<file path="config.mk">
export PLATFORM = sky130hd
export DESIGN_NAME = bst_tap
export DESIGN_NICKNAME = d
export VERILOG_FILES = /design/src/common/bst_pkg.sv /design/src/hdl/bst_sync.sv /design/src/hdl/bst_bsr.sv /design/src/hdl/bst_tap.sv
export SDC_FILE = /design/constraint.sdc
export NUM_CORES = 1
export LEC_CHECK = 0
export ABC_AREA = 1
export ABC_CLOCK_PERIOD_IN_PS = 2200
export BUFFER_PORTS_ARGS = -buffer_cell sky130_fd_sc_hd__buf_2
export CORE_ASPECT_RATIO = 0.75
export CORE_UTILIZATION = 40
export CTS_CLUSTER_SIZE = 16
export DETAILED_ROUTE_END_ITERATION = 10
export RECOVER_POWER = 25
export SETUP_SLACK_MARGIN = 0.4
export SYNTH_ARGS = -nofsm -noshare
export SYNTH_HDL_FRONTEND = slang
export SYNTH_HIERARCHICAL = 1
export SYNTH_SLANG_ARGS = --single-unit
</file>
<file path="constraint.sdc">
create_clock -name clk -period 2.2 [get_ports clk]
set_input_delay 0.66 -clock clk [delete_from_list [all_inputs] [get_ports clk]]
set_output_delay 0.66 -clock clk [all_outputs]
set_load 0.005 [all_outputs]
</file>
<file path="src/common/bst_pkg.sv">
// Shared constants, states and carriers for the boundary-scan test port
package bst_pkg;

	// ==========================================================
	// Instruction register
	localparam int          IR_W      = 16;
	localparam logic [15:0] OP_BYP0   = 16'h0000;
	localparam logic [15:0] OP_BYP1   = 16'hffff;
	localparam logic [15:0] OP_SAMPLE = 16'hfff8;
	localparam logic [15:0] OP_EXTEST = 16'hffe8;
	localparam logic [15:0] OP_CLAMP  = 16'hffef;
	localparam logic [15:0] OP_IDCODE = 16'hfffe;
	localparam logic [15:0] OP_HIGHZ  = 16'hffcf;
	// Fixed capture pattern, low two bits 01
	localparam logic [15:0] IR_CAPT   = 16'h0001;

	// ==========================================================
	// Identification
	localparam int          ID_W      = 32;
	// Arbitrary value; bit 0 must stay set
	localparam logic [31:0] ID_DEF    = 32'h0a5c_0001;

	// ==========================================================
	// Shared pin positions and scan cell layout
	localparam int         SH_W      = 4;
	localparam int         PIN_TCK   = 0;
	localparam int         PIN_TMS   = 1;
	localparam int         PIN_TDI   = 2;
	localparam int         PIN_TDO   = 3;
	localparam int         CELLS     = 3;
	localparam int         CELL_IN   = 0;
	localparam int         CELL_OUT  = 1;
	localparam int         CELL_OE   = 2;
	localparam logic [2:0] TMS_RESET = 3'h5;

	// ==========================================================
	// Types
	typedef enum logic [3:0] {
		TAP_TLR, TAP_RTI,
		TAP_SEL_DR, TAP_CAP_DR, TAP_SH_DR, TAP_EX1_DR,
		TAP_PA_DR, TAP_EX2_DR, TAP_UPD_DR,
		TAP_SEL_IR, TAP_CAP_IR, TAP_SH_IR, TAP_EX1_IR,
		TAP_PA_IR, TAP_EX2_IR, TAP_UPD_IR
	} bst_tap_e;

	typedef enum logic [1:0] {DR_BYP, DR_ID, DR_BSR} bst_dr_e;

	typedef struct packed {
		logic test_sel;
		logic tdi;
		logic tms;
		logic tck;
	} bst_pins_s;

	typedef struct packed {
		logic capture;
		logic shift;
		logic update;
		logic tdi;
		logic drive;
		logic highz;
	} bst_bsr_ctl_s;

endpackage

</file>
<file path="src/hdl/bst_sync.sv">
// Three-stage input synchroniser with agreement filter
`timescale 1ns/1ns
module bst_sync #(
	parameter int W = 4
) (
	// System
	input  wire logic         clk,
	input  wire logic         rst_n,
	// Raw and filtered levels
	input  wire logic [W-1:0] d,
	output logic      [W-1:0] q
);
	logic [W-1:0] s1;
	logic [W-1:0] s2;
	logic [W-1:0] s3;

	// ==========================================================
	// Stage one feeds stage two only
	always_ff @(posedge clk) begin
		if (!rst_n) begin
			s1 <= '0;
			s2 <= '0;
			s3 <= '0;
		end else begin
			s1 <= d;
			s2 <= s1;
			s3 <= s2;
		end
	end

	// A bit changes only once the last two stages agree
	always_ff @(posedge clk) begin
		if (!rst_n) begin
			q <= '0;
		end else begin
			for (int i = 0; i < W; i++) begin
				if (s2[i] == s3[i]) begin
					q[i] <= s3[i];
				end
			end
		end
	end
endmodule

</file>
<file path="src/hdl/bst_bsr.sv">
// Boundary-scan register: one input, output and enable cell per pin
`timescale 1ns/1ns
module bst_bsr #(
	parameter int NUM_IO = 8
) (
	// System
	input  wire logic               clk,
	input  wire logic               rst_n,
	// Control from the test port
	input  bst_pkg::bst_bsr_ctl_s   ctl,
	output logic                    tdo_bit,
	// Core side
	input  wire logic [NUM_IO-1:0]  core_out,
	input  wire logic [NUM_IO-1:0]  core_oe,
	output logic      [NUM_IO-1:0]  core_in,
	// Pad side
	input  wire logic [NUM_IO-1:0]  pad_in,
	output logic      [NUM_IO-1:0]  pad_out,
	output logic      [NUM_IO-1:0]  pad_oe
);
	localparam int LEN = NUM_IO * bst_pkg::CELLS;

	logic [LEN-1:0] sh;
	logic [LEN-1:0] upd;

	// ==========================================================
	// Capture and shift stage
	always_ff @(posedge clk) begin
		if (!rst_n) begin
			sh <= '0;
		end else if (ctl.capture) begin
			for (int i = 0; i < NUM_IO; i++) begin
				sh[i*bst_pkg::CELLS+bst_pkg::CELL_IN]  <= pad_in[i];
				sh[i*bst_pkg::CELLS+bst_pkg::CELL_OUT] <= core_out[i];
				sh[i*bst_pkg::CELLS+bst_pkg::CELL_OE]  <= core_oe[i];
			end
		end else if (ctl.shift) begin
			sh <= {ctl.tdi, sh[LEN-1:1]};
		end
	end

	assign tdo_bit = sh[0];

	// Update latches hold preload values between scans
	always_ff @(posedge clk) begin
		if (!rst_n) begin
			upd <= '0;
		end else if (ctl.update) begin
			upd <= sh;
		end
	end

	// ==========================================================
	// Pin mux; high-impedance wins over any drive
	always_comb begin
		core_in = pad_in;
		for (int i = 0; i < NUM_IO; i++) begin
			pad_out[i] = core_out[i];
			pad_oe[i]  = core_oe[i];
			if (ctl.drive) begin
				pad_out[i] = upd[i*bst_pkg::CELLS+bst_pkg::CELL_OUT];
				pad_oe[i]  = upd[i*bst_pkg::CELLS+bst_pkg::CELL_OE];
			end
			if (ctl.highz) begin
				pad_oe[i] = 1'b0;
			end
		end
	end
endmodule

</file>
<file path="src/hdl/bst_tap.sv">
// Boundary-scan test access port: state machine, instruction and data registers
`timescale 1ns/1ns
module bst_tap #(
	parameter int          NUM_IO  = 8,
	parameter logic [31:0] ID_CODE = bst_pkg::ID_DEF
) (
	// System
	input  wire logic                     clk,
	input  wire logic                     rst_n,
	// Test select pin
	input  wire logic                     test_select,
	output logic                          test_active,
	// Shared pins: clock, mode select, serial in, serial out
	input  wire logic [bst_pkg::SH_W-1:0] sh_in,
	output logic      [bst_pkg::SH_W-1:0] sh_out,
	output logic      [bst_pkg::SH_W-1:0] sh_oe,
	// Normal functions of the shared pins
	input  wire logic [bst_pkg::SH_W-1:0] fn_out,
	input  wire logic [bst_pkg::SH_W-1:0] fn_oe,
	output logic      [bst_pkg::SH_W-1:0] fn_in,
	// Core side of the scanned pins
	input  wire logic [NUM_IO-1:0]        core_out,
	input  wire logic [NUM_IO-1:0]        core_oe,
	output logic      [NUM_IO-1:0]        core_in,
	// Pad side of the scanned pins
	input  wire logic [NUM_IO-1:0]        pad_in,
	output logic      [NUM_IO-1:0]        pad_out,
	output logic      [NUM_IO-1:0]        pad_oe
);
	// ==========================================================
	// Decoders
	function automatic bst_pkg::bst_dr_e f_dr_sel(input logic [15:0] op);
		case (op)
			bst_pkg::OP_IDCODE: f_dr_sel = bst_pkg::DR_ID;
			bst_pkg::OP_SAMPLE: f_dr_sel = bst_pkg::DR_BSR;
			bst_pkg::OP_EXTEST: f_dr_sel = bst_pkg::DR_BSR;
			default:            f_dr_sel = bst_pkg::DR_BYP;
		endcase
	endfunction

	function automatic logic f_known(input logic [15:0] op);
		f_known = op == bst_pkg::OP_BYP0 || op == bst_pkg::OP_BYP1
			|| op == bst_pkg::OP_SAMPLE || op == bst_pkg::OP_EXTEST
			|| op == bst_pkg::OP_CLAMP || op == bst_pkg::OP_IDCODE
			|| op == bst_pkg::OP_HIGHZ;
	endfunction

	// ==========================================================
	// Declarations
	logic [bst_pkg::SH_W-1:0]   sync_q;
	bst_pkg::bst_pins_s         p;
	logic                       tck_q;
	logic                       tck_rise;
	logic                       tck_fall;
	bst_pkg::bst_tap_e          state;
	bst_pkg::bst_tap_e          next_state;
	logic [bst_pkg::IR_W-1:0]   ir;
	logic [bst_pkg::IR_W-1:0]   ir_sh;
	bst_pkg::bst_dr_e           dr_sel;
	logic                       bypass;
	logic [bst_pkg::ID_W-1:0]   id_sh;
	logic                       bsr_tdo;
	logic                       dr_bit;
	logic                       tdo;
	logic                       tdo_en;
	bst_pkg::bst_bsr_ctl_s      bctl;
	logic [2:0]                 ones_cnt;

	// ==========================================================
	// Pin synchronisers; the link clock is a sampled level here
	bst_sync #(
		.W (bst_pkg::SH_W)
	) u_sync (
		.clk   (clk),
		.rst_n (rst_n),
		.d     ({test_select, sh_in[bst_pkg::PIN_TDI],
		         sh_in[bst_pkg::PIN_TMS], sh_in[bst_pkg::PIN_TCK]}),
		.q     (sync_q)
	);

	assign p           = bst_pkg::bst_pins_s'(sync_q);
	assign test_active = p.test_sel;

	always_ff @(posedge clk) begin
		if (!rst_n) begin
			tck_q <= 1'b0;
		end else begin
			tck_q <= p.tck;
		end
	end

	// Edges are found in the same system clock that the filtered level moves
	assign tck_rise = p.tck & ~tck_q;
	assign tck_fall = ~p.tck & tck_q;

	// ==========================================================
	// TAP state machine
	always_comb begin
		case (state)
			bst_pkg::TAP_TLR:    next_state = p.tms ? bst_pkg::TAP_TLR : bst_pkg::TAP_RTI;
			bst_pkg::TAP_RTI:    next_state = p.tms ? bst_pkg::TAP_SEL_DR : bst_pkg::TAP_RTI;
			bst_pkg::TAP_SEL_DR: next_state = p.tms ? bst_pkg::TAP_SEL_IR : bst_pkg::TAP_CAP_DR;
			bst_pkg::TAP_CAP_DR: next_state = p.tms ? bst_pkg::TAP_EX1_DR : bst_pkg::TAP_SH_DR;
			bst_pkg::TAP_SH_DR:  next_state = p.tms ? bst_pkg::TAP_EX1_DR : bst_pkg::TAP_SH_DR;
			bst_pkg::TAP_EX1_DR: next_state = p.tms ? bst_pkg::TAP_UPD_DR : bst_pkg::TAP_PA_DR;
			bst_pkg::TAP_PA_DR:  next_state = p.tms ? bst_pkg::TAP_EX2_DR : bst_pkg::TAP_PA_DR;
			bst_pkg::TAP_EX2_DR: next_state = p.tms ? bst_pkg::TAP_UPD_DR : bst_pkg::TAP_SH_DR;
			bst_pkg::TAP_UPD_DR: next_state = p.tms ? bst_pkg::TAP_SEL_DR : bst_pkg::TAP_RTI;
			bst_pkg::TAP_SEL_IR: next_state = p.tms ? bst_pkg::TAP_TLR : bst_pkg::TAP_CAP_IR;
			bst_pkg::TAP_CAP_IR: next_state = p.tms ? bst_pkg::TAP_EX1_IR : bst_pkg::TAP_SH_IR;
			bst_pkg::TAP_SH_IR:  next_state = p.tms ? bst_pkg::TAP_EX1_IR : bst_pkg::TAP_SH_IR;
			bst_pkg::TAP_EX1_IR: next_state = p.tms ? bst_pkg::TAP_UPD_IR : bst_pkg::TAP_PA_IR;
			bst_pkg::TAP_PA_IR:  next_state = p.tms ? bst_pkg::TAP_EX2_IR : bst_pkg::TAP_PA_IR;
			bst_pkg::TAP_EX2_IR: next_state = p.tms ? bst_pkg::TAP_UPD_IR : bst_pkg::TAP_SH_IR;
			bst_pkg::TAP_UPD_IR: next_state = p.tms ? bst_pkg::TAP_SEL_DR : bst_pkg::TAP_RTI;
			default:             next_state = bst_pkg::TAP_TLR;
		endcase
	end

	// Held in reset whenever test selection is off
	always_ff @(posedge clk) begin
		if (!rst_n || !p.test_sel) begin
			state <= bst_pkg::TAP_TLR;
		end else if (tck_rise) begin
			state <= next_state;
		end
	end

	// ==========================================================
	// Instruction register
	always_ff @(posedge clk) begin
		if (!rst_n) begin
			ir_sh <= '0;
		end else if (tck_rise && state == bst_pkg::TAP_CAP_IR) begin
			ir_sh <= bst_pkg::IR_CAPT;
		end else if (tck_rise && state == bst_pkg::TAP_SH_IR) begin
			ir_sh <= {p.tdi, ir_sh[bst_pkg::IR_W-1:1]};
		end
	end

	// New opcode takes effect on the falling edge in update
	always_ff @(posedge clk) begin
		if (!rst_n || state == bst_pkg::TAP_TLR) begin
			ir <= bst_pkg::OP_IDCODE;
		end else if (tck_fall && state == bst_pkg::TAP_UPD_IR) begin
			ir <= ir_sh;
		end
	end

	assign dr_sel = f_dr_sel(ir);

	// ==========================================================
	// Bypass and identification registers
	always_ff @(posedge clk) begin
		if (!rst_n) begin
			bypass <= 1'b0;
		end else if (tck_rise && state == bst_pkg::TAP_CAP_DR) begin
			bypass <= 1'b0;
		end else if (tck_rise && state == bst_pkg::TAP_SH_DR) begin
			bypass <= p.tdi;
		end
	end

	always_ff @(posedge clk) begin
		if (!rst_n) begin
			id_sh <= '0;
		end else if (tck_rise && state == bst_pkg::TAP_CAP_DR) begin
			id_sh <= ID_CODE;
		end else if (tck_rise && state == bst_pkg::TAP_SH_DR) begin
			id_sh <= {p.tdi, id_sh[bst_pkg::ID_W-1:1]};
		end
	end

	// ==========================================================
	// Boundary-scan register
	always_comb begin
		bctl.capture = tck_rise && state == bst_pkg::TAP_CAP_DR && dr_sel == bst_pkg::DR_BSR;
		bctl.shift   = tck_rise && state == bst_pkg::TAP_SH_DR && dr_sel == bst_pkg::DR_BSR;
		bctl.update  = tck_fall && state == bst_pkg::TAP_UPD_DR && dr_sel == bst_pkg::DR_BSR;
		bctl.tdi     = p.tdi;
		bctl.drive   = ir == bst_pkg::OP_EXTEST || ir == bst_pkg::OP_CLAMP;
		bctl.highz   = ir == bst_pkg::OP_HIGHZ;
	end

	bst_bsr #(
		.NUM_IO (NUM_IO)
	) u_bsr (
		.clk      (clk),
		.rst_n    (rst_n),
		.ctl      (bctl),
		.tdo_bit  (bsr_tdo),
		.core_out (core_out),
		.core_oe  (core_oe),
		.core_in  (core_in),
		.pad_in   (pad_in),
		.pad_out  (pad_out),
		.pad_oe   (pad_oe)
	);

	// ==========================================================
	// Serial output
	always_comb begin
		case (dr_sel)
			bst_pkg::DR_ID:  dr_bit = id_sh[0];
			bst_pkg::DR_BSR: dr_bit = bsr_tdo;
			default:         dr_bit = bypass;
		endcase
	end

	// Tester samples just before the next falling edge, so hold over the whole low and high phases
	always_ff @(posedge clk) begin
		if (!rst_n) begin
			tdo    <= 1'b0;
			tdo_en <= 1'b0;
		end else if (!p.test_sel) begin
			// Deselect in mid-shift must release serial out at once
			tdo_en <= 1'b0;
		end else if (tck_fall) begin
			tdo_en <= state == bst_pkg::TAP_SH_IR || state == bst_pkg::TAP_SH_DR;
			tdo    <= state == bst_pkg::TAP_SH_IR ? ir_sh[0] : dr_bit;
		end
	end

	// ==========================================================
	// Shared pin mux
	always_comb begin
		sh_out = fn_out;
		sh_oe  = fn_oe;
		fn_in  = sh_in;
		if (p.test_sel) begin
			sh_out                   = '0;
			sh_oe                    = '0;
			fn_in                    = '0;
			sh_out[bst_pkg::PIN_TDO] = tdo;
			sh_oe[bst_pkg::PIN_TDO]  = tdo_en;
		end
	end

	// ==========================================================
	// Checks
	always_ff @(posedge clk) begin
		if (!rst_n || !p.test_sel) begin
			ones_cnt <= '0;
		end else if (tck_rise) begin
			if (!p.tms) begin
				ones_cnt <= '0;
			end else if (ones_cnt != bst_pkg::TMS_RESET) begin
				ones_cnt <= ones_cnt + 3'h1;
			end
		end
	end
endmodule

</file>
==> results by stage, run 1 <==
Status:
- The flow ran to the end, but the final reports show violations.
- The checks that failed: negative setup slack.

Synthesis:
- Synthesis produced a netlist with a net count of 840.
- The post-synthesis cell type count is 30.
- For this run, asynchronously set or reset flops after synthesis account for 0%.
- The post-synthesis register bit count is approximately 130.
- In the synthesized netlist the dominant register cell turns out to be dfxtp_1.
- The cell count after synthesis is around 800.
- Yosys printed 6 warnings.
- The mean post-synth cell area is between 7 and 8 um^2.
- The fraction of the yosys area taken by sequential cells is 44.8%.
- In this run, synthesis inferred 0 flip-flops with an integrated enable.
- After synthesis the cells add up to 5670 um^2.

Clocking:
- The TritonCTS buffer count is 17.
- Clock-pin slew was measured on the worst setup and hold paths at approximately 0.060 ns.
- The hold buffer count at CTS is 0.
- TritonCTS built the clock tree.
- The H-tree was split into 4 levels.
- The tree is rooted in a clkbuf_16.
- For the worst-skew pair, the clock arrives at the later sink with an insertion delay of between 0.4 and 0.5 ns.
- The number of sinks driven by the clock tree is approximately 130.
- The clock passes through at most 2 buffers.

Timing:
- Headroom to the max-slew limit came out at about three fifths.
- Static timing analysis puts the maximum clock frequency at slightly below 0.4 GHz.
- The final worst-path cycle share is 117%.
- Setup repair after global routing could not meet its margin everywhere.
- The minimum period implied by the final worst setup slack is between 2 and 3 ns.
- The number of max-slew violations in the final report is 0.
- The number of failing hold endpoints at the final stage was 0.
- The slew at the pin closest to its max-slew limit is between 0.5 and 0.6 ns.
- The number of failing setup endpoints in the final timing report is 61.
- The post-route worst setup slack is -0.380 ns.
- Across the routed clock network, the largest skew measured is 0.00803 ns.

GRT:
- The number of global-route vias before repair is ~4700.
- Entering global routing, the biggest net connects 27 pins.
- The total overflow left after global routing is 0.
- The first global-routing pass estimated between 20000 and 25000 um of wire.
- The total routing resource utilization after global routing is approximately a fifth.
- The initial antenna violation count is 0.

Setup path:
- The required time of the critical path is about 2.5 ns.
- The capturing element type of the critical path is a flip-flop.
- For flop-to-flop paths, the worst setup slack is -0.38 ns.
- The startpoint of the worst-slack reg-to-reg timing path is ir[9]$_SDFFE_PP1P_.
- The setup path with the least slack is of type flip-flop to flip-flop.
- The biggest fanout along the worst timing path is 8.
- The number of cells traversed by the worst register-to-register path is 19.
- The launching element type of the critical path is a flip-flop.
- Data arrives at the worst endpoint at 2.91 ns.
- The endpoint identified for the worst register-to-register timing path is u_bsr/sh[12]$_SDFFE_PN0P_.

Finish:
- The finished cells cover roughly 7700 um^2.
- The combined flip-flop and latch cell area is roughly 2600 um^2.
- 0 antenna diodes ended up in the layout.
- Fill cells in the final layout number 1257.
- Leaving out fill and tap cells, the most frequent cells in the layout are 204 x nand2_1, 119 x dfxtp_1, 85 x inv_1, 74 x buf_2.
- The growth of design area from synthesis to finish is 34.9%.
- The final layout net count is 942.
- Of the cells placed in the final design, the portion with a size suffix greater than 1 is approximately 33%.
- Summing all multi-input logic gate instances after layout gives just under 3000 um^2.
- The most common cell after layout, fill and taps aside is nand2_1.

Power and ir drop:
- For this design the static power due to leakage is 3.56 nW.
- The final total power is 5.46 mW.
- The largest vdd supply drop is slightly above 0.5 mV.
- Power spread over the standard cell area amounts to about 710 nW/um^2.

Placed design:
- The sum of net half-perimeters after detailed placement is 8400 um.
- The congestion estimate from routability-driven global placement came to 0.854.
- After detailed placement, the total cell area comes to slightly above 6000 um^2.
- In this run the tool buffered the top-level ports with 75 buffer cells.

Drt:
- The detail route stage leaves a number of antenna-violating nets equal to 0.
- In the routed design, unresolved DRC markers number 0.
- For this block, the via count after detailed routing is approximately 5200.
- The pre-antenna-repair detailed-routing pass consisted of 5 iterations.
- After the first detailed-routing iteration, the DRC count stood at between 300 and 400.
- The routed wire length is 13900 um.
- The via density per instance is between 4 and 5.
- The final routed wire length divided by cell count is 12.7 um.

Hold path:
- The cell depth of the worst hold path is 2.
- In this run the worst hold path is classified as flip-flop to flip-flop.
- The hold path endpoint is u_sync/s2[1]$_SDFF_PN0_.
- The start point of the worst hold path is u_sync/s1[1]$_SDFF_PN0_.

Floorplan:
- 76 I/O pins were placed.
- After floorplanning, the core was sized to cover between 10000 and 15000 um^2.
- The starting utilization of the core area is 41.1%.
- The floorplan die width is 140 um.
- The area enclosed by the die boundary is ~15000 um^2.
- The die extent in y is 105 um.
- The floorplan has 37 rows.

Flow run:
- The number of violations of the max-capacitance limit is 0.
sequential cells by signal, indices dropped and copies added, names as in the netlist:
signal,flops
id_sh,31
u_bsr/sh,24
ir,16
ir_sh,16
u_bsr/upd,16
state,4
u_sync/q,4
u_sync/s1,4
u_sync/s2,4
u_sync/s3,4
bypass,1
tck_q,1
tdo,1
tdo_en,1
per-layer routing:
layer	vias up	wire length [um]	GRT usage [%]
met1	2349	6740	26.5
met4	0	143	6.04
met5	-	0	0
met2	133	6370	29.9
li1	2721	-	-
met3	15	600	3.90
worst max-delay path, cell delays in order, from the launching register on:
cell,delay [ns]
dfxtp_2,0.33
nand2_2,0.05
nor2_2,0.11
nand2_2,0.09
nor3_4,0.21
buf_4,0.14
buf_6,0.08
buf_6,0.08
buf_6,0.08
buf_6,0.08
buf_6,0.10
nand2_4,0.05
ha_4,0.19
inv_4,0.08
nor2_4,0.05
buf_12,0.13
nor2_4,0.21
buf_6,0.18
nand2_1,0.08
a21oi_2,0.17
cell usage after synthesis (3+ instances only):
| master | instances | area share (%) |
|---|---|---|
| nor2_4 | 3 | 0.60 |
| buf_2 | 9 | 0.79 |
| a21oi_1 | 80 | 7.1 |
| nand2_1 | 235 | 16 |
| dfxtp_1 | 127 | 45 |
| inv_2 | 8 | 0.53 |
| a21oi_2 | 7 | 1.1 |
| clkbuf_1 | 3 | 0.20 |
| o211ai_1 | 3 | 0.40 |
| buf_6 | 13 | 2.6 |
| inv_1 | 90 | 6.0 |
| buf_4 | 18 | 2.4 |
| a211oi_1 | 11 | 1.5 |
| o21ai_0 | 45 | 4.0 |
| nor3_1 | 6 | 0.53 |
| nand3_1 | 31 | 2.7 |
| nand2_2 | 9 | 0.99 |
| nor2_1 | 83 | 5.5 |
power by group:
group	switching, mW	internal, mW	leakage [nW]
combinational	0.101	0.0819	2.24
clock	1.03	1.93	0.300
sequential	0.00384	2.31	1.02
final cells by class:
class                   count  area share (%)
flip-flops and latches    127            33.3
multi-input cells         527            37.7
repair buffers            128            12.6
inverters                 100            5.33
well taps                 175            2.86
clock buffers              19            5.79
clock inverters            13            2.45
per-stage QoR:
step	worst slack [ns]	instances	setup TNS (ns)	hold WS, ns	util (%)
after floorplan	0.197	799	0	0.386	-
after global placement	0.0408	1032	0	0.392	44.8
after detailed placement	0.00810	1032	0	0.396	44.8
after CTS	-0.336	1085	-11.88	0.408	53.2
after global routing	-0.519	1089	-24.17	0.422	55.5
final	-0.380	1089	-17.08	0.406	55.5
worst max path at each step:
stage,end,from,cells after the start
final,u_bsr/sh[12]$_SDFFE_PN0P_,ir[9]$_SDFFE_PP1P_,19
after global routing,u_bsr/sh[12]$_SDFFE_PN0P_,ir[11]$_SDFFE_PP1P_,21
after CTS,pad_oe[1],ir[11]$_SDFFE_PP1P_,8
after detailed placement,pad_out[1],ir[9]$_SDFFE_PP1P_,9
after global placement,u_bsr/sh[9]$_SDFFE_PN0P_,ir[11]$_SDFFE_PP1P_,14
after floorplan,pad_oe[0],ir[8]$_SDFFE_PP1P_,9
repair_timing:
item | CTS | global route
setup buffers | 15 | 3
hold endpoints to repair | 0 | 0
endpoints found under the setup margin | 67 | 82
pin swaps | 27 | 35
resized for setup | 103 | 85
cloned | 6 | 1
cell families after synthesis:
group / share of synthesized area, %
buffers and inverters: 12.8
AO/OA/AOI/OAI: 14.9
flip-flops: 44.8
AND/OR/NAND/NOR: 27.0
adder cells (fa/ha/maj): 0.441
No activity file was read; power rests on OpenSTA's default activity.
==> run 2, diff against run 1 <==
--- a/config.mk
+++ b/config.mk
@@ -5,7 +5,6 @@
 export SDC_FILE = /design/constraint.sdc
 export NUM_CORES = 1
 export LEC_CHECK = 0
-export ABC_AREA = 1
 export ABC_CLOCK_PERIOD_IN_PS = 2200
 export BUFFER_PORTS_ARGS = -buffer_cell sky130_fd_sc_hd__buf_2
 export CORE_ASPECT_RATIO = 0.75
==> results by stage, run 2 <==
Placed design:
- The sum of net half-perimeters after detailed placement is 7910 um (was 8400 um).
- The placer congestion estimate was 0.784 (was 0.854).
- The post-placement worst setup slack is -0.187 ns (was 0.00810 ns).
- The number of buffers added on ports is 75 (unchanged).

GRT:
- The pin count of the biggest net entering global routing was 49 (was 27).
- The global-route wire length before repair is 20400 um (was 22600 um).
- The number of global-route vias before repair came to 4233 (was 4729).
- The initial antenna violation count is 0 (unchanged).
- The total routing resource utilization after global routing is 17.3% (was 19.2%).
- The remaining global-route overflow is 0 (unchanged).

Synthesis:
- The post-synthesis register bit count is 127 (unchanged).
- Top cells by count, synth: 127 x dfxtp_1, 123 x nand2_1, 48 x a21oi_1 (was 235 x nand2_1, 127 x dfxtp_1, 90 x inv_1).
- The share of the synthesized netlist area taken by xor and xnor gates is 0.153% (was 0%).
- The net count after synthesis is 654 (was 840).
- The post-synthesis cell type count came to 51 (was 30).
- The share of async-settable or async-resettable flops after synthesis is 0% (unchanged).
- The area share of the largest cell type after synthesis came to 44.3% (was 44.8%).
- The fraction of the mapped netlist area in adder cells is 0.436% (was 0.441%).
- The number of enable flip-flop cells after synthesis is 0 (unchanged).
- The dominant synthesized flop cell is dfxtp_1 (unchanged).
- Leading cell types by total area after synthesis: dfxtp_1 44%, nand2_1 8.0%, mux2_4 5.2% (was dfxtp_1 45%, nand2_1 16%, a21oi_1 7.1%).
- The synthesized area is 5740 um^2 (was 5670 um^2).
- The library cell with the highest instance count after synthesis is dfxtp_1 (was nand2_1).
- The post-synthesis simple-gate area fraction is 22.3% (was 27.0%).
- The fraction of the mapped netlist area in compound gates was 13.9% (was 14.9%).
- The proportion of synthesized area in mux cells is 12.5% (was 0%).
- The largest family of logic cells by synthesized area was simple AND/OR/NAND/NOR gates (unchanged).
- The cell count after synthesis is 613 (was 799).
- The mean post-synth cell area is 9.37 um^2 (was 7.10 um^2).
- The count of warnings emitted by yosys is 6 (unchanged).
- The biggest area consumer among synthesized cells is dfxtp_1 (unchanged).
- The fraction of the yosys area taken by sequential cells came to 44.3% (was 44.8%).

Floorplan:
- The die extent in y is 106 um (was 105 um).
- The starting utilization of the core area is 41.5% (was 41.1%).
- The area of the placeable core was 13800 um^2 (about the same).
- The number of placement rows came to 37 (unchanged).
- The I/O pin count is 76 (unchanged).
- The area enclosed by the die boundary is 14800 um^2 (was 14700 um^2).
- The floorplan die width was 140 um (about the same).

Status:
- Violations in the final reports: negative setup slack (unchanged).
- Run status: complete, but fails checks (unchanged).

Timing:
- The slew at the pin closest to its max-slew limit is 0.777 ns (was 0.598 ns).
- The post-route worst setup slack is -0.572 ns (was -0.380 ns).
- The number of failing setup endpoints in the final timing report is 57 (was 61).
- The number of max-slew violations in the final report was 0 (unchanged).
- The maximum clock rate came to 0.361 GHz (was 0.388 GHz).
- The relative max-transition margin came to 48.2% (was 60.1%).
- The clock tree skew after final layout was 0.00968 ns (was 0.00803 ns).
- The final worst-path cycle share is 126% (was 117%).
- The minimum period implied by the final worst setup slack was 2.77 ns (was 2.58 ns).
- RSZ-0062 raised after global routing: yes (unchanged).
- The total negative slack for setup checks is -17.60 ns (was -17.08 ns).
- The number of failing hold endpoints at the final stage is 0 (unchanged).

Power and ir drop:
- The leakage power summed over all cells is 3.08 nW (was 3.56 nW).
- The largest vdd supply drop is 0.611 mV (was 0.507 mV).
- The power per standard cell area is 746 nW/um^2 (was 713 nW/um^2).

Clocking:
- The number of levels the H-tree was split into came to 4 (unchanged).
- The maximum buffer depth of the clock tree is 2 (unchanged).
- The hold buffer count at CTS is 0 (unchanged).
- The clock-pin slew of the registers on the worst-case setup and hold paths is 0.06 ns (about the same).
- The clock root buffer is clkbuf_16 (unchanged).
- The number of sinks driven by the clock tree is 127 (unchanged).
- The CTS tree was built (unchanged).
- The clock insertion delay at the later pin of the skew report was 0.40 ns (was 0.41 ns).
- The TritonCTS buffer count is 17 (unchanged).

Drt:
- The post-route antenna net violation count is 0 (unchanged).
- The initial DRC count is 249 (was 303).
- The final routed wire length divided by cell count was 14.3 um (was 12.7 um).
- The vias after detailed routing was 4527 (was 5218).
- The number of detailed-route iterations in the first pass is 4 (was 5).
- The routed wire length was 12600 um (was 13900 um).
- The via density per instance was 5.13 (was 4.79).
- The number of remaining DRC errors is 0 (unchanged).

Setup path:
- The startpoint of the worst-slack reg-to-reg timing path is ir[10]$_SDFFE_PP1P_ (was ir[9]$_SDFFE_PP1P_).
- The maximum cell stage delay along the critical path is 0.34 ns (was 0.33 ns).
- The slack of the worst reg-to-reg path is -0.33 ns (was -0.38 ns).
- The endpoint of the worst-slack reg-to-reg timing path is u_bsr/sh[20]$_SDFFE_PN0P_ (was u_bsr/sh[12]$_SDFFE_PN0P_).
- The category of the most critical setup path is flip-flop to output port (was flip-flop to flip-flop).
- The biggest fanout along the worst timing path is 8 (unchanged).
- The required time of the critical path was 1.54 ns (was 2.53 ns).
- The capturing element type of the critical path was an output port (was flip-flop).
- CP cell instances: nand4_1 > nor4_2 > and3_4 > buf_12 > mux2_4 > buf_6 (was nand2_2 > nor2_2 > nand2_2 > nor3_4 > buf_4 > buf_6 > buf_6 > buf_6 > buf_6 > buf_6 > nand2_4 > ha_4 > inv_4 > nor2_4 > buf_12 > nor2_4 > buf_6 > nand2_1 > a21oi_2).
- The number of cells traversed by the worst register-to-register path was 10 (was 19).
- The launching element type of the critical path is a flip-flop (unchanged).
- The cell with the largest stage delay on the worst path is nor4_2 (was dfxtp_2).
- The data arrival at the endpoint of the critical path is 2.11 ns (was 2.91 ns).

Hold path:
- The worst hold-check path type is flip-flop to flip-flop (unchanged).
- The cell depth of the worst hold path is 1 (was 2).
- The hold path endpoint was u_sync/s2[1]$_SDFF_PN0_ (unchanged).
- The start point of the worst hold path is u_sync/s1[1]$_SDFF_PN0_ (unchanged).

Finish:
- The growth of design area from synthesis to finish came to 25.2% (was 34.9%).
- The number of flip-flops in the largest register is 31 (unchanged).
- Commonest cells after routing, fill and taps aside: 123 x nand2_1, 121 x dfxtp_1, 62 x buf_2, 48 x a21oi_1, 32 x nor2b_1 (was 204 x nand2_1, 119 x dfxtp_1, 85 x inv_1, 74 x buf_2).
- The most common cell after layout, fill and taps aside is nand2_1 (unchanged).
- Largest registers ranked by flip-flop count: id_sh x31, u_bsr/sh x24 (unchanged).
- The register with the most flip-flops is id_sh (unchanged).
- The count of antenna diodes in the layout was 0 (unchanged).
- The final layout net count came to 735 (was 942).
- The layout cell share with drive strength beyond 1 is 29.8% (was 33.4%).

Flow run:
- The number of violations of the max-capacitance limit came to 0 (unchanged).
-- run 2: layer usage --
| metal | up-vias | wire [um] | global-route usage [%] |
|---|---|---|---|
| met2 | 102 | 5800 | 27.1 |
| met1 | 2159 | 6250 | 23.5 |
| met5 | - | 0 | 0 |
| li1 | 2257 | - | - |
| met4 | 0 | 78 | 4.95 |
| met3 | 9 | 493 | 4.32 |
-- run 2: where the power goes --
group	internal (mW)	switching [mW]	total (mW)
clock	1.90	0.971	2.87
sequential	2.31	0.00383	2.31
combinational	0.101	0.0775	0.179
-- run 2: logic make-up after synthesis --
group	Yosys count
AND/OR/NAND/NOR	255
flip-flops	127
AO/OA/AOI/OAI	110
multiplexers	60
buffers and inverters	58
adder cells (fa/ha/maj)	2
XOR/XNOR	1
-- run 2: timing repair --
action / in CTS / in global routing
cloned: 1 / 2
endpoints found under the setup margin: 70 / 105
buffers inserted: 6 / 2
endpoints found under the hold margin: 0 / 0
resized for setup: 25 / 16
pin swaps: 3 / 2
-- run 2: stage by stage --
stage	hold slack (ns)	area [um^2]	cells	power, mW	utilization (%)
floorplan	0.406	5790	613	2.45	-
global placement	0.413	6270	839	2.52	45.3
detailed placement	0.428	6270	839	2.53	45.3
CTS	0.441	7070	878	5.42	51.1
global route	0.448	7190	882	5.55	51.9
finish	0.438	7190	882	5.36	51.9
-- run 2: critical path: cells and delay by family (launching register included) --
| family | cells | cell delay (ns) |
|---|---|---|
| buffers and inverters | 2 | 0.28 |
| flip-flops | 1 | 0.33 |
| AND/OR/NAND/NOR | 3 | 0.79 |
| multiplexers | 1 | 0.31 |
-- run 2: area by class of cell --
class                   instances  area, um^2
fillers                      1259        6660
multi-input cells             428        2940
flip-flops and latches        127        2550
repair buffers                112         826
clock buffers                  23         488
well taps                     175         219
clock inverters                 9         129
inverters                       8        30.0
-- run 2: worst max path at each step --
stage                         from    endpoint  slack (ns)  depth (start not counted)
6_report       ir[10]$_SDFFE_PP1P_  pad_out[7]       -0.57                          6
5_1_grt         ir[7]$_SDFFE_PP1P_  pad_out[7]       -0.65                          6
4_1_cts        ir[10]$_SDFFE_PP1P_  pad_out[7]       -0.53                          6
3_5_place_dp    ir[6]$_SDFFE_PP1P_  pad_out[3]       -0.19                          6
3_3_place_gp    ir[8]$_SDFFE_PP1P_  pad_out[4]       -0.14                          6
2_1_floorplan   ir[8]$_SDFFE_PP1P_  pad_out[6]        0.09                          6
==> run 3, diff against run 2 <==
--- a/config.mk
+++ b/config.mk
@@ -8,11 +8,14 @@
 export ABC_CLOCK_PERIOD_IN_PS = 2200
 export BUFFER_PORTS_ARGS = -buffer_cell sky130_fd_sc_hd__buf_2
 export CORE_ASPECT_RATIO = 0.75
-export CORE_UTILIZATION = 40
+export CORE_UTILIZATION = 50
 export CTS_CLUSTER_SIZE = 16
 export DETAILED_ROUTE_END_ITERATION = 10
+export PLACE_DENSITY = 0.71
 export RECOVER_POWER = 25
+export REMOVE_ABC_BUFFERS = 1
 export SETUP_SLACK_MARGIN = 0.4
+export SKIP_LAST_GASP = 1
 export SYNTH_ARGS = -nofsm -noshare
 export SYNTH_HDL_FRONTEND = slang
 export SYNTH_HIERARCHICAL = 1
==> results by stage, run 3 (synthesis results as in run 2) <==
Floorplan:
- The die extent in y is 94.8 um (was 106 um).
- The starting utilization of the core area was 51.9% (was 41.5%).
- The floorplan die width is 126 um (was 140 um).
- The area of the placeable core is 11100 um^2 (was 13800 um^2).
- The area enclosed by the die boundary is 11900 um^2 (was 14800 um^2).
- The I/O pin count was 76 (unchanged).
- The number of placement rows is 33 (was 37).

Timing:
- The clock tree skew after final layout is 0.00982 ns (was 0.00968 ns).
- The relative max-transition margin is 41.2% (was 48.2%).
- The worst slack on hold paths came to 0.434 ns (was 0.438 ns).
- The maximum clock rate is 0.362 GHz (was 0.361 GHz).
- RSZ-0062 raised after global routing: yes (unchanged).
- The minimum period implied by the final worst setup slack was 2.76 ns (was 2.77 ns).
- The number of max-slew violations in the final report is 0 (unchanged).
- The number of failing setup endpoints in the final timing report is 57 (unchanged).
- The number of failing hold endpoints at the final stage was 0 (unchanged).
- The final worst-path cycle share is 126% (about the same).
- The slew at the pin closest to its max-slew limit came to 0.881 ns (was 0.777 ns).
- The post-route worst setup slack is -0.563 ns (was -0.572 ns).

Finish:
- The count of antenna diodes in the layout is 0 (unchanged).
- Largest registers ranked by flip-flop count: id_sh x31, u_bsr/sh x24 (unchanged).
- The final-layout fill cell count is 883 (was 1259).
- The number of cells in the finished layout apart from fillers is 851 (was 882).
- The register with the most flip-flops is id_sh (unchanged).
- Commonest cells after routing, fill and taps aside: 123 x nand2_1, 121 x dfxtp_1, 60 x buf_2, 48 x a21oi_1, 31 x nor2b_1 (was 123 x nand2_1, 121 x dfxtp_1, 62 x buf_2, 48 x a21oi_1, 32 x nor2b_1).
- The number of flip-flops in the largest register is 31 (unchanged).
- The layout cell share with drive strength beyond 1 is 30.9% (was 29.8%).
- The growth of design area from synthesis to finish came to 26.3% (was 25.2%).
- The final layout net count came to 739 (was 735).
- The most common cell after layout, fill and taps aside is nand2_1 (unchanged).

Clocking:
- The CTS tree is built (unchanged).
- The clock-pin slew of the registers on the worst-case setup and hold paths is 0.05 ns (was 0.06 ns).
- The number of sinks driven by the clock tree is 127 (unchanged).
- The number of levels the H-tree was split into came to 4 (unchanged).
- The TritonCTS buffer count is 17 (unchanged).
- The clock insertion delay at the later pin of the skew report came to 0.42 ns (was 0.40 ns).
- The maximum buffer depth of the clock tree is 2 (unchanged).
- The hold buffer count at CTS is 0 (unchanged).
- The clock root buffer is clkbuf_16 (unchanged).

Drt:
- The vias after detailed routing is 4650 (was 4527).
- The post-route antenna net violation count is 0 (unchanged).
- The routed wire length is 13800 um (was 12600 um).
- The number of remaining DRC errors is 0 (unchanged).
- The initial DRC count is 362 (was 249).
- The final routed wire length divided by cell count came to 16.2 um (was 14.3 um).
- The number of detailed-route iterations in the first pass came to 5 (was 4).
- The via density per instance is 5.46 (was 5.13).

Setup path:
- The beginning of the critical path is ir[13]$_SDFFE_PP1P_ (was ir[10]$_SDFFE_PP1P_).
- The launching element type of the critical path is a flip-flop (unchanged).
- The category of the most critical setup path is flip-flop to output port (unchanged).
- The capturing element type of the critical path is an output port (unchanged).
- The cell with the largest stage delay on the worst path is nor4bb_1 (was nor4_2).
- The required time of the critical path is 1.54 ns (about the same).
- The biggest fanout along the worst timing path is 8 (unchanged).
- The maximum cell stage delay along the critical path is 0.43 ns (was 0.34 ns).
- The data arrival at the endpoint of the critical path is 2.10 ns (was 2.11 ns).
- CP cell instances: nand3_2 > nor4_2 > nor4bb_1 > buf_4 > nor2_1 > buf_2 (was nand4_1 > nor4_2 > and3_4 > buf_12 > mux2_4 > buf_6).
- The startpoint of the worst-slack reg-to-reg timing path is ir[9]$_SDFFE_PP1P_ (was ir[10]$_SDFFE_PP1P_).

GRT:
- The number of global-route vias before repair is 4251 (was 4233).
- The pin count of the biggest net entering global routing is 49 (unchanged).
- The global-route wire length before repair is 20500 um (was 20400 um).
- The total routing resource utilization after global routing was 22.2% (was 17.3%).
- The initial antenna violation count was 0 (unchanged).
- The remaining global-route overflow is 0 (unchanged).

Status:
- Run status: complete, but fails checks (unchanged).
- Violations in the final reports: negative setup slack (unchanged).

Placed design:
- The sum of net half-perimeters after detailed placement was 8060 um (was 7910 um).
- The placer congestion estimate was 0.781 (was 0.784).
- The number of placed instances, taps included came to 806 (was 839).
- The number of buffers added on ports is 75 (unchanged).

Power and ir drop:
- The leakage power summed over all cells came to 3.12 nW (was 3.08 nW).
- The largest vdd supply drop is 0.567 mV (was 0.611 mV).
- The power per standard cell area was 747 nW/um^2 (was 746 nW/um^2).

Hold path:
- The start point of the worst hold path was u_sync/s1[1]$_SDFF_PN0_ (unchanged).
- The worst hold-check path type is flip-flop to flip-flop (unchanged).

Flow run:
- The number of violations of the max-capacitance limit is 0 (unchanged).
[run 3: final cells by class]
cell class	instances	area [um^2]	area share, %
clock buffer	20	467	6.44
clock inverter	12	156	2.16
inverter	8	30.0	0.414
multi-input combinational	429	2970	41.0
sequential	127	2550	35.2
tap	140	175	2.42
timing repair buffer	115	900	12.4
[run 3: layer usage]
layer  wire length, um  global-route usage, %
met5                 0                      0
met4               151                   8.63
met3               649                   6.57
met2              6640                   36.1
met1              6330                   28.0
[run 3: worst paths after layout]
path | end | slack, ns | cells after the start
worst min register to register | u_sync/s2[1]$_SDFF_PN0_ | 0.43 | 1
worst min-delay path | u_sync/s2[1]$_SDFF_PN0_ | 0.43 | 1
worst max-delay path | pad_oe[0] | -0.56 | 6
worst max register to register | u_bsr/sh[17]$_SDFFE_PN0P_ | -0.28 | 12
[run 3: per-stage QoR]
step	cell area (um^2)	TNS (ns)	setup WS [ns]	power, mW	util (%)
finish	7250	-16.86	-0.563	5.42	65.5
global route	7250	-23.30	-0.666	5.56	65.5
CTS	7030	-13.33	-0.537	5.43	63.5
detailed placement	6220	-4.85	-0.165	2.52	56.2
global placement	6220	-1.74	-0.0859	2.52	56.2
floorplan	5410	-45.47	-1.82	2.42	-
[run 3: critical path, delay by kind of cell, from the launching register on]
family                 cells  cell delay, ns
and+or+nand+nor            4            0.93
DFF                        1            0.37
buffers and inverters      2            0.38
[run 3: what timing repair did]
item | in CTS | in global routing
endpoints found under the setup margin | 95 | 126
resized for setup | 35 | 25
pin swaps | 3 | 7
gates cloned | 1 | 5
setup buffers | 2 | 5
[run 3: power breakdown]
group,switching [mW],internal (mW)
sequential,0.00327,2.31
combinational,0.0814,0.108
clock,1.04,1.87
